$ cat src/verilog/pas_consts.svh
`ifndef PAS_CONSTS_SVH
`define PAS_CONSTS_SVH
// Register indices; byte address is four times the index
`define PAS_IDX_SCALE 7'h71
`define PAS_IDX_AUTO 7'h72
`define PAS_IDX_CTRL 7'h7F
// Field positions
`define PAS_SCALE_AUTO_HI 24
`define PAS_SCALE_AUTO_LO 16
`define PAS_DUTY_HI 9
`define PAS_DUTY_LO 0
`define PAS_GRAD_HI 23
`define PAS_GRAD_LO 16
`define PAS_OFS_HI 7
`define PAS_OFS_LO 0
`define PAS_CTRL_AUTOEN 0
// Reset values
`define PAS_RST_SCALE_AUTO 9'h000
`define PAS_RST_DUTY 10'h000
`define PAS_RST_GRAD 8'h00
`define PAS_RST_OFS 8'h00
`define PAS_RST_AUTOEN 1'b1
// Field limits
`define PAS_SCALE_MAX 9'h0FF
`define PAS_DUTY_MAX 10'h3FF
// Bus answers
`define PAS_RESP_OKAY 2'h0
`define PAS_RESP_SLVERR 2'h2
`endif

$ cat src/verilog/pas_pkg.sv
package pas_pkg;
  typedef enum logic [1:0] {
    PAS_REG_NONE,
    PAS_REG_SCALE,
    PAS_REG_AUTO,
    PAS_REG_CTRL
  } pas_reg_e;
  typedef logic [31:0] pas_word_t;
endpackage

$ cat src/verilog/pas_coil_if.sv
`timescale 1ns/1ps
interface pas_coil_if #(parameter int SINE_W = 9);
  logic signed [SINE_W-1:0] sineA;
  logic signed [SINE_W-1:0] sineB;
  logic [9:0] duty;
  logic signed [SINE_W-1:0] scaledA;
  logic signed [SINE_W-1:0] scaledB;
  modport scaler (input sineA, input sineB, input duty,
                  output scaledA, output scaledB);
  modport feeder (output sineA, output sineB, output duty,
                  input scaledA, input scaledB);
endinterface

$ cat src/verilog/pas_duty_scaler.sv
`timescale 1ns/1ps
`include "pas_consts.svh"
module pas_duty_scaler #(
  parameter int SINE_W = 9
) (
  // Clock, reset, enable
  input wire logic core_clk,
  input wire logic nrst,
  input wire logic ce,
  // Coil values
  pas_coil_if.scaler coil
);
  localparam int PW = SINE_W + 11;
  logic signed [SINE_W-1:0] aR_r, aR_nxt;
  logic signed [SINE_W-1:0] bR_r, bR_nxt;
  logic signed [PW-1:0] prodA;
  logic signed [PW-1:0] prodB;

  always_comb
  begin
    prodA = coil.sineA * $signed({1'b0, coil.duty});
    prodB = coil.sineB * $signed({1'b0, coil.duty});
    aR_nxt = aR_r;
    bR_nxt = bR_r;
    if (ce)
    begin
      aR_nxt = prodA[PW-2:10];
      bR_nxt = prodB[PW-2:10];
    end
  end

  always_ff @(posedge core_clk or negedge nrst)
  begin
    if (!nrst)
    begin
      aR_r <= '0;
      bR_r <= '0;
    end
    else
    begin
      aR_r <= aR_nxt;
      bR_r <= bR_nxt;
    end
  end

  assign coil.scaledA = aR_r;
  assign coil.scaledB = bR_r;
endmodule

$ cat src/verilog/pwm_amplitude_status_regs.sv
// The AXI4-Lite slave port was decided locally.
`timescale 1ns/1ps
`include "pas_consts.svh"
// How it works
// - Amplitude result readable, 255 means max voltage
// - Duty cycle scales both coil sine values
// - Duty cycle field spans 0 to 1023
// - Duty bits 9:2 match 8-bit duty values
// - Derived gradient and offset readable by software
// - Gradient at bits 23:16, resets zero
// - Offset at bits 7:0, same register
// - Automatic control active when enable set, default
module pwm_amplitude_status_regs #(
  parameter int ADDR_W = 12,
  parameter int SINE_W = 9
) (
  // Clock, reset, enable
  input wire logic core_clk,
  input wire logic nrst,
  input wire logic ce,
  // Regulator results
  input wire logic [8:0] regScaleAuto,
  input wire logic [9:0] regDutyCycle,
  input wire logic [7:0] regGradient,
  input wire logic [7:0] regOffset,
  // Sine table and bridge values
  input wire logic signed [SINE_W-1:0] coilASineValue,
  input wire logic signed [SINE_W-1:0] coilBSineValue,
  output logic signed [SINE_W-1:0] coilAScaled,
  output logic signed [SINE_W-1:0] coilBScaled,
  // Control out to regulator
  output logic autoScaleEn,
  output logic [7:0] dutyCycleByte,
  // AXI4-Lite write
  input wire logic [ADDR_W-1:0] s_axi_awaddr,
  input wire logic s_axi_awvalid,
  output logic s_axi_awready,
  input wire logic [31:0] s_axi_wdata,
  input wire logic [3:0] s_axi_wstrb,
  input wire logic s_axi_wvalid,
  output logic s_axi_wready,
  output logic [1:0] s_axi_bresp,
  output logic s_axi_bvalid,
  input wire logic s_axi_bready,
  // AXI4-Lite read
  input wire logic [ADDR_W-1:0] s_axi_araddr,
  input wire logic s_axi_arvalid,
  output logic s_axi_arready,
  output logic [31:0] s_axi_rdata,
  output logic [1:0] s_axi_rresp,
  output logic s_axi_rvalid,
  input wire logic s_axi_rready
);
  // ****************************************
  // Decode and status fields
  // ****************************************
  function automatic pas_pkg::pas_reg_e regSel(input logic [ADDR_W-1:0] a);
    case (a[ADDR_W-1:2])
      (ADDR_W-2)'(`PAS_IDX_SCALE): return pas_pkg::PAS_REG_SCALE;
      (ADDR_W-2)'(`PAS_IDX_AUTO): return pas_pkg::PAS_REG_AUTO;
      (ADDR_W-2)'(`PAS_IDX_CTRL): return pas_pkg::PAS_REG_CTRL;
      default: return pas_pkg::PAS_REG_NONE;
    endcase
  endfunction
  logic [8:0] scale_r, scale_nxt;
  logic [9:0] duty_r, duty_nxt;
  logic [7:0] grad_r, grad_nxt;
  logic [7:0] ofs_r, ofs_nxt;
  logic autoEn_r, autoEn_nxt;

  always_comb
  begin
    scale_nxt = scale_r;
    duty_nxt = duty_r;
    grad_nxt = grad_r;
    ofs_nxt = ofs_r;
    if (ce)
    begin
      duty_nxt = regDutyCycle;
      if (autoEn_r)
      begin
        scale_nxt = regScaleAuto;
        grad_nxt = regGradient;
        ofs_nxt = regOffset;
      end
    end
  end

  always_ff @(posedge core_clk or negedge nrst)
  begin
    if (!nrst)
    begin
      scale_r <= `PAS_RST_SCALE_AUTO;
      duty_r <= `PAS_RST_DUTY;
      grad_r <= `PAS_RST_GRAD;
      ofs_r <= `PAS_RST_OFS;
    end
    else
    begin
      scale_r <= scale_nxt;
      duty_r <= duty_nxt;
      grad_r <= grad_nxt;
      ofs_r <= ofs_nxt;
    end
  end

  // upper duty bits feed 8-bit consumers
  assign dutyCycleByte = duty_r[9:2];
  assign autoScaleEn = autoEn_r;
  pas_coil_if #(.SINE_W(SINE_W)) coil ();
  assign coil.sineA = coilASineValue;
  assign coil.sineB = coilBSineValue;
  assign coil.duty = duty_r;
  assign coilAScaled = coil.scaledA;
  assign coilBScaled = coil.scaledB;
  pas_duty_scaler #(.SINE_W(SINE_W)) u_scaler (
    .core_clk(core_clk),
    .nrst(nrst),
    .ce(ce),
    .coil(coil)
  );

  // ****************************************
  // Bus slave
  // ****************************************
  logic awHave_r, awHave_nxt;
  logic wHave_r, wHave_nxt;
  logic [ADDR_W-1:0] awAddr_r, awAddr_nxt;
  logic [31:0] wData_r, wData_nxt;
  logic wStrb0_r, wStrb0_nxt;
  logic bvalid_r, bvalid_nxt;
  logic [1:0] bresp_r, bresp_nxt;
  logic rvalid_r, rvalid_nxt;
  logic [1:0] rresp_r, rresp_nxt;
  pas_pkg::pas_word_t rdata_r, rdata_nxt;
  pas_pkg::pas_word_t rdMux;
  // Ready waits for ce so nothing is taken while frozen
  assign s_axi_awready = ce && !awHave_r;
  assign s_axi_wready = ce && !wHave_r;
  assign s_axi_arready = ce && !rvalid_r;
  always_comb
  begin
    rdMux = '0;
    case (regSel(s_axi_araddr))
      pas_pkg::PAS_REG_SCALE:
      begin
        rdMux[`PAS_SCALE_AUTO_HI:`PAS_SCALE_AUTO_LO] = scale_r;
        rdMux[`PAS_DUTY_HI:`PAS_DUTY_LO] = duty_r;
      end
      pas_pkg::PAS_REG_AUTO:
      begin
        rdMux[`PAS_GRAD_HI:`PAS_GRAD_LO] = grad_r;
        rdMux[`PAS_OFS_HI:`PAS_OFS_LO] = ofs_r;
      end
      pas_pkg::PAS_REG_CTRL: rdMux[`PAS_CTRL_AUTOEN] = autoEn_r;
      default: rdMux = '0;
    endcase
  end
  always_comb
  begin
    awHave_nxt = awHave_r;
    wHave_nxt = wHave_r;
    awAddr_nxt = awAddr_r;
    wData_nxt = wData_r;
    wStrb0_nxt = wStrb0_r;
    bvalid_nxt = bvalid_r;
    bresp_nxt = bresp_r;
    rvalid_nxt = rvalid_r;
    rresp_nxt = rresp_r;
    rdata_nxt = rdata_r;
    autoEn_nxt = autoEn_r;
    if (ce)
    begin
      if (s_axi_awvalid && s_axi_awready)
      begin
        awHave_nxt = 1'b1;
        awAddr_nxt = s_axi_awaddr;
      end
      if (s_axi_wvalid && s_axi_wready)
      begin
        wHave_nxt = 1'b1;
        wData_nxt = s_axi_wdata;
        wStrb0_nxt = s_axi_wstrb[0];
      end
      if (bvalid_r && s_axi_bready)
        bvalid_nxt = 1'b0;
      if (awHave_r && wHave_r && !bvalid_r)
      begin
        awHave_nxt = 1'b0;
        wHave_nxt = 1'b0;
        bvalid_nxt = 1'b1;
        bresp_nxt = `PAS_RESP_OKAY;
        if (regSel(awAddr_r) == pas_pkg::PAS_REG_CTRL && wStrb0_r)
          autoEn_nxt = wData_r[`PAS_CTRL_AUTOEN];
        if (regSel(awAddr_r) == pas_pkg::PAS_REG_NONE)
          bresp_nxt = `PAS_RESP_SLVERR;
      end
      if (rvalid_r && s_axi_rready)
        rvalid_nxt = 1'b0;
      if (s_axi_arvalid && s_axi_arready)
      begin
        rvalid_nxt = 1'b1;
        rdata_nxt = rdMux;
        rresp_nxt = (regSel(s_axi_araddr) == pas_pkg::PAS_REG_NONE) ?
                    `PAS_RESP_SLVERR : `PAS_RESP_OKAY;
      end
    end
  end
  always_ff @(posedge core_clk or negedge nrst)
  begin
    if (!nrst)
    begin
      awHave_r <= 1'b0;
      wHave_r <= 1'b0;
      awAddr_r <= '0;
      wData_r <= '0;
      wStrb0_r <= 1'b0;
      bvalid_r <= 1'b0;
      bresp_r <= `PAS_RESP_OKAY;
      rvalid_r <= 1'b0;
      rresp_r <= `PAS_RESP_OKAY;
      rdata_r <= '0;
      autoEn_r <= `PAS_RST_AUTOEN;
    end
    else
    begin
      awHave_r <= awHave_nxt;
      wHave_r <= wHave_nxt;
      awAddr_r <= awAddr_nxt;
      wData_r <= wData_nxt;
      wStrb0_r <= wStrb0_nxt;
      bvalid_r <= bvalid_nxt;
      bresp_r <= bresp_nxt;
      rvalid_r <= rvalid_nxt;
      rresp_r <= rresp_nxt;
      rdata_r <= rdata_nxt;
      autoEn_r <= autoEn_nxt;
    end
  end
  assign s_axi_bvalid = bvalid_r;
  assign s_axi_bresp = bresp_r;
  assign s_axi_rvalid = rvalid_r;
  assign s_axi_rresp = rresp_r;
  assign s_axi_rdata = rdata_r;

  wire logic rdScale = s_axi_arvalid && s_axi_arready &&
                       regSel(s_axi_araddr) == pas_pkg::PAS_REG_SCALE;
  wire logic rdAuto = s_axi_arvalid && s_axi_arready &&
                      regSel(s_axi_araddr) == pas_pkg::PAS_REG_AUTO;
endmodule

$ cat config.mk
export PLATFORM = sky130hd
export DESIGN_NAME = pwm_amplitude_status_regs
export DESIGN_NICKNAME = d
export VERILOG_FILES = /design/src/verilog/pas_pkg.sv /design/src/verilog/pas_coil_if.sv /design/src/verilog/pas_duty_scaler.sv /design/src/verilog/pwm_amplitude_status_regs.sv
export VERILOG_INCLUDE_DIRS = /design/src /design/src/verilog
export SDC_FILE = /design/constraint.sdc
export NUM_CORES = 1
export LEC_CHECK = 0
export BUFFER_PORTS_ARGS = -buffer_cell sky130_fd_sc_hd__clkbuf_2
export CORE_UTILIZATION = 30
export DETAILED_ROUTE_END_ITERATION = 16
export PLACE_DENSITY = 0.5
export SYNTH_ARGS = -nofsm -noshare
export SYNTH_HDL_FRONTEND = slang
export SYNTH_SLANG_ARGS = --single-unit
$ cat constraint.sdc
create_clock -name core_clk -period 14.63 [get_ports core_clk]
set_input_delay 1.463 -clock core_clk [delete_from_list [all_inputs] [get_ports core_clk]]
set_output_delay 1.463 -clock core_clk [all_outputs]
set_load 0.01 [all_outputs]
==> flow_metrics.tcl <==
set metrics [dict create \
    min_delay_path_depth 2 \
    synth-main-ff-cell "dfrtp_1" \
    ys_ff_latch 91 \
    die_x_um 181 \
    critical_path.top_delay_family "adder cells" \
    ys_top_cells_by_area "dfrtp_1, fa_1, ha_1, mux2_2, and2_1" \
    grt_pass1_wl_um 37700 \
    p_per_area_mw_per_mm2 168 \
    slowest_stage "fa_1" \
    ys_types 55 \
    synth_cells 946 \
    regToRegEndpoint "u_scaler.coil.scaledB[8]" \
    utilization_pct 34.4 \
    setup_violations 0 \
    layout.nets 1378 \
    r2r_cells 16 \
    switching_share_pct 45.0 \
    async_flop_share_pct 100 \
    critPathKind "primary input to flop" \
    finalHoldViolations 0 \
    worst_r2r_startpoint "coil.duty[6]" \
    synth_area_per_cell_um2 10.1 \
    slew_violations 0 \
    holdCritPathClass "flop to flop" \
    endpoint_kind "flop" \
    grt_usage_pct 14.5 \
    start_util_pct 30.5 \
    grt_pass1_vias 7256 \
    yosysMostFrequentCell "inv_1" \
    period_minus_slack_ns 5.97 \
    switchingPower_uw 821 \
    place_congestion 0.760 \
    die_area_mm2 0.0327 \
    die_h_um 181 \
    via_per_inst 4.68 \
    cts_resized 0 \
    ir_drop_mv 0.108 \
    clock_skew_ns 0.0126 \
    hpwl_um 16800 \
    p_leak_nw 5.53 \
    fin_crit_sh_pct 40.8 \
    combPwrFrac_pct 66.8 \
    area_growth_pct 12.8 \
    worst_slew_pin_slew_ns 1.14 \
    fmax_ghz 0.168 \
    num_rows 65 \
    power_frac_seq_pct 19.2 \
    drive_gt1_share_pct 21.6 \
    clkSinkCount 91 \
    hold_slack_ns 0.485 \
    first_pass_iters 4 \
    clock_power_share_pct 14.0 \
    internal-power_mw 1.00 \
    routedWlPerCell_um 15.3 \
    post_cts_buffers 0 \
    worst-path-buf-inv 4 \
    antenna_found_initial 0 \
    clk_latency_ns 0.35 \
    synth_common_cells "inv_1, fa_1, nand2_1, ha_1, and2_1" \
    ant_nets 0 \
    yosysTopAreaCell "dfrtp_1" \
    grt_max_degree 70 \
    core_area_mm2 0.0315 \
    vias 6802 \
    critical_path.endpoint "u_scaler.coil.scaledB[8]" \
    worstSetupPathDepth 17 \
    rsz0062_at_grt "false" \
    hp-start "s_axi_rdata[18]" \
    cts_buffers 9 \
    start_kind "primary input" \
    cts-root-buf "clkbuf_16" \
    port_buffers 135 \
    design_area_mm2 0.0108 \
    cts_tree "built" \
    ctsHtreeMaxLevel 3 \
    drt_wl_total_um 22200 \
    seq_area_frac_synth_pct 23.7 \
    first_iter_violations 217 \
    drc 0 \
    hold_buffers 0 \
    path_max_fanout 10 \
    crit_chain "clkbuf_2, nand2_1, fa_1, inv_1, fa_1, inv_1, fa_1, inv_1, fa_1, fa_1, ha_1, a21oi_1, a21boi_0, a211oi_1, o21ai_1, and4_1, or3_1" \
    placed_area_mm2 0.0105 \
    cp_common_cell "fa_1" \
    num_antenna_cells 0 \
    arrival_ns 6.20 \
    max_stage_delay_ns 0.54 \
    yosys.area.top_type_share_pct 23.5 \
    startpoint "coilBSineValue[0]" \
    slew_headroom_pct 23.7 \
    nFillCells 3256 \
    critPathRequiredTime_ns 14.86 \
    synth_edf_count 0 \
    yosys_warnings 0 \
    path_clk_slew_ns 0.08 \
    status "finished clean" \
    clk_path_buf_depth 2 \
    drv_cap 0 \
    io_pins 189 \
    synth_area_mm2 0.00960 \
    reg2reg_slack_ns 9.03 \
    globalRoute.totalOverflow 0 \
    tns_ns 0 \
]
==> layout make-up <==
cell class | count | area, µm² | area share [%]
timing repair buffer | 143 | 738 | 6.82
multi-input combinational | 682 | 6540 | 60.5
tap | 402 | 503 | 4.65
clock buffer | 9 | 225 | 2.08
sequential | 91 | 2280 | 21.1
inverter | 118 | 443 | 4.09
clock inverter | 7 | 90.1 | 0.832
==> stage by stage <==
stage | power (mW) | instances | setup slack (ns)
finish | 1.82 | 1452 | 8.66
global route | 2.06 | 1452 | 8.28
CTS | 1.87 | 1452 | 8.65
detailed placement | 1.59 | 1436 | 8.28
global placement | 1.59 | 1436 | 8.30
floorplan | 1.31 | 960 | 8.74
==> registers in the layout, indices dropped and copies added (netlist names), 8 cells and up <==
name                   cells
awAddr_r                  10
coil.duty                 10
grad_r                     8
ofs_r                      8
s_axi_rdata               19
scale_r                    9
u_scaler.coil.scaledA      9
u_scaler.coil.scaledB      9
==> metal layers <==
layer / track usage, % / wire, µm / part of all wire (%) / up-vias
li1: - / - / - / 3242
met2: 23.0 / 9820 / 44 / 139
met3: 3.55 / 1290 / 5.8 / 13
met4: 2.91 / 193 / 0.87 / 0
met1: 20.0 / 10900 / 49 / 3408
met5: 0 / 0 / 0 / -
==> power groups by stage <==
stage          Sequential (mW)  Clock [mW]  Combinational [mW]
3_3_place_gp             0.355           0                1.23
4_1_cts                  0.352       0.266                1.25
6_report                 0.350       0.255                1.22
3_5_place_dp             0.356           0                1.24
2_1_floorplan            0.350           0               0.962
5_1_grt                  0.359       0.274                1.43
==> cell families after synthesis <==
family	synth area share [%]
fa+ha+maj	36.4
simple gates	14.9
xor+xnor	2.01
buf+inv	8.62
compound gates	7.14
mux	7.16
flops	23.7
other cells	0.0391
==> worst min-delay path, stage by stage (launching register included) <==
cell	delay, ns
dfrtp_1	0.35
nand2_1	0.05
o31ai_1	0.05
==> how the worst min path moves through the flow <==
| stage | slack [ns] | to |
|---|---|---|
| finish | 0.49 | s_axi_rdata[18] |
| global route | 0.51 | s_axi_rdata[5] |
| CTS | 0.49 | s_axi_rdata[18] |
| detailed placement | 0.47 | s_axi_rdata[18] |
| global placement | 0.46 | s_axi_rdata[5] |
| floorplan | 0.47 | awAddr_r[9] |
==> placed cells by master, fill, tap and decap left out, drive strengths merged, types with 3 or more instances in the layout <==
master and n:
inv 122, conb 15, dfrtp 90, a22oi 15
nor2b 15, nand2 108, ha 100, o21bai 4
a31oi 4, mux2 61, fa 112, a21o 5
a21oi 20, nand3 6, o31ai 18, and2 92
buf 9, xnor2 13, clkbuf 143, nand2b 5
nor2 13, a211oi 5, and3 3, o21ai 11
nand4b 3, nor3 8, nand4 8, nand3b 5
xor2 9, nor4 5
No activity file was read; power rests on OpenSTA's default activity.
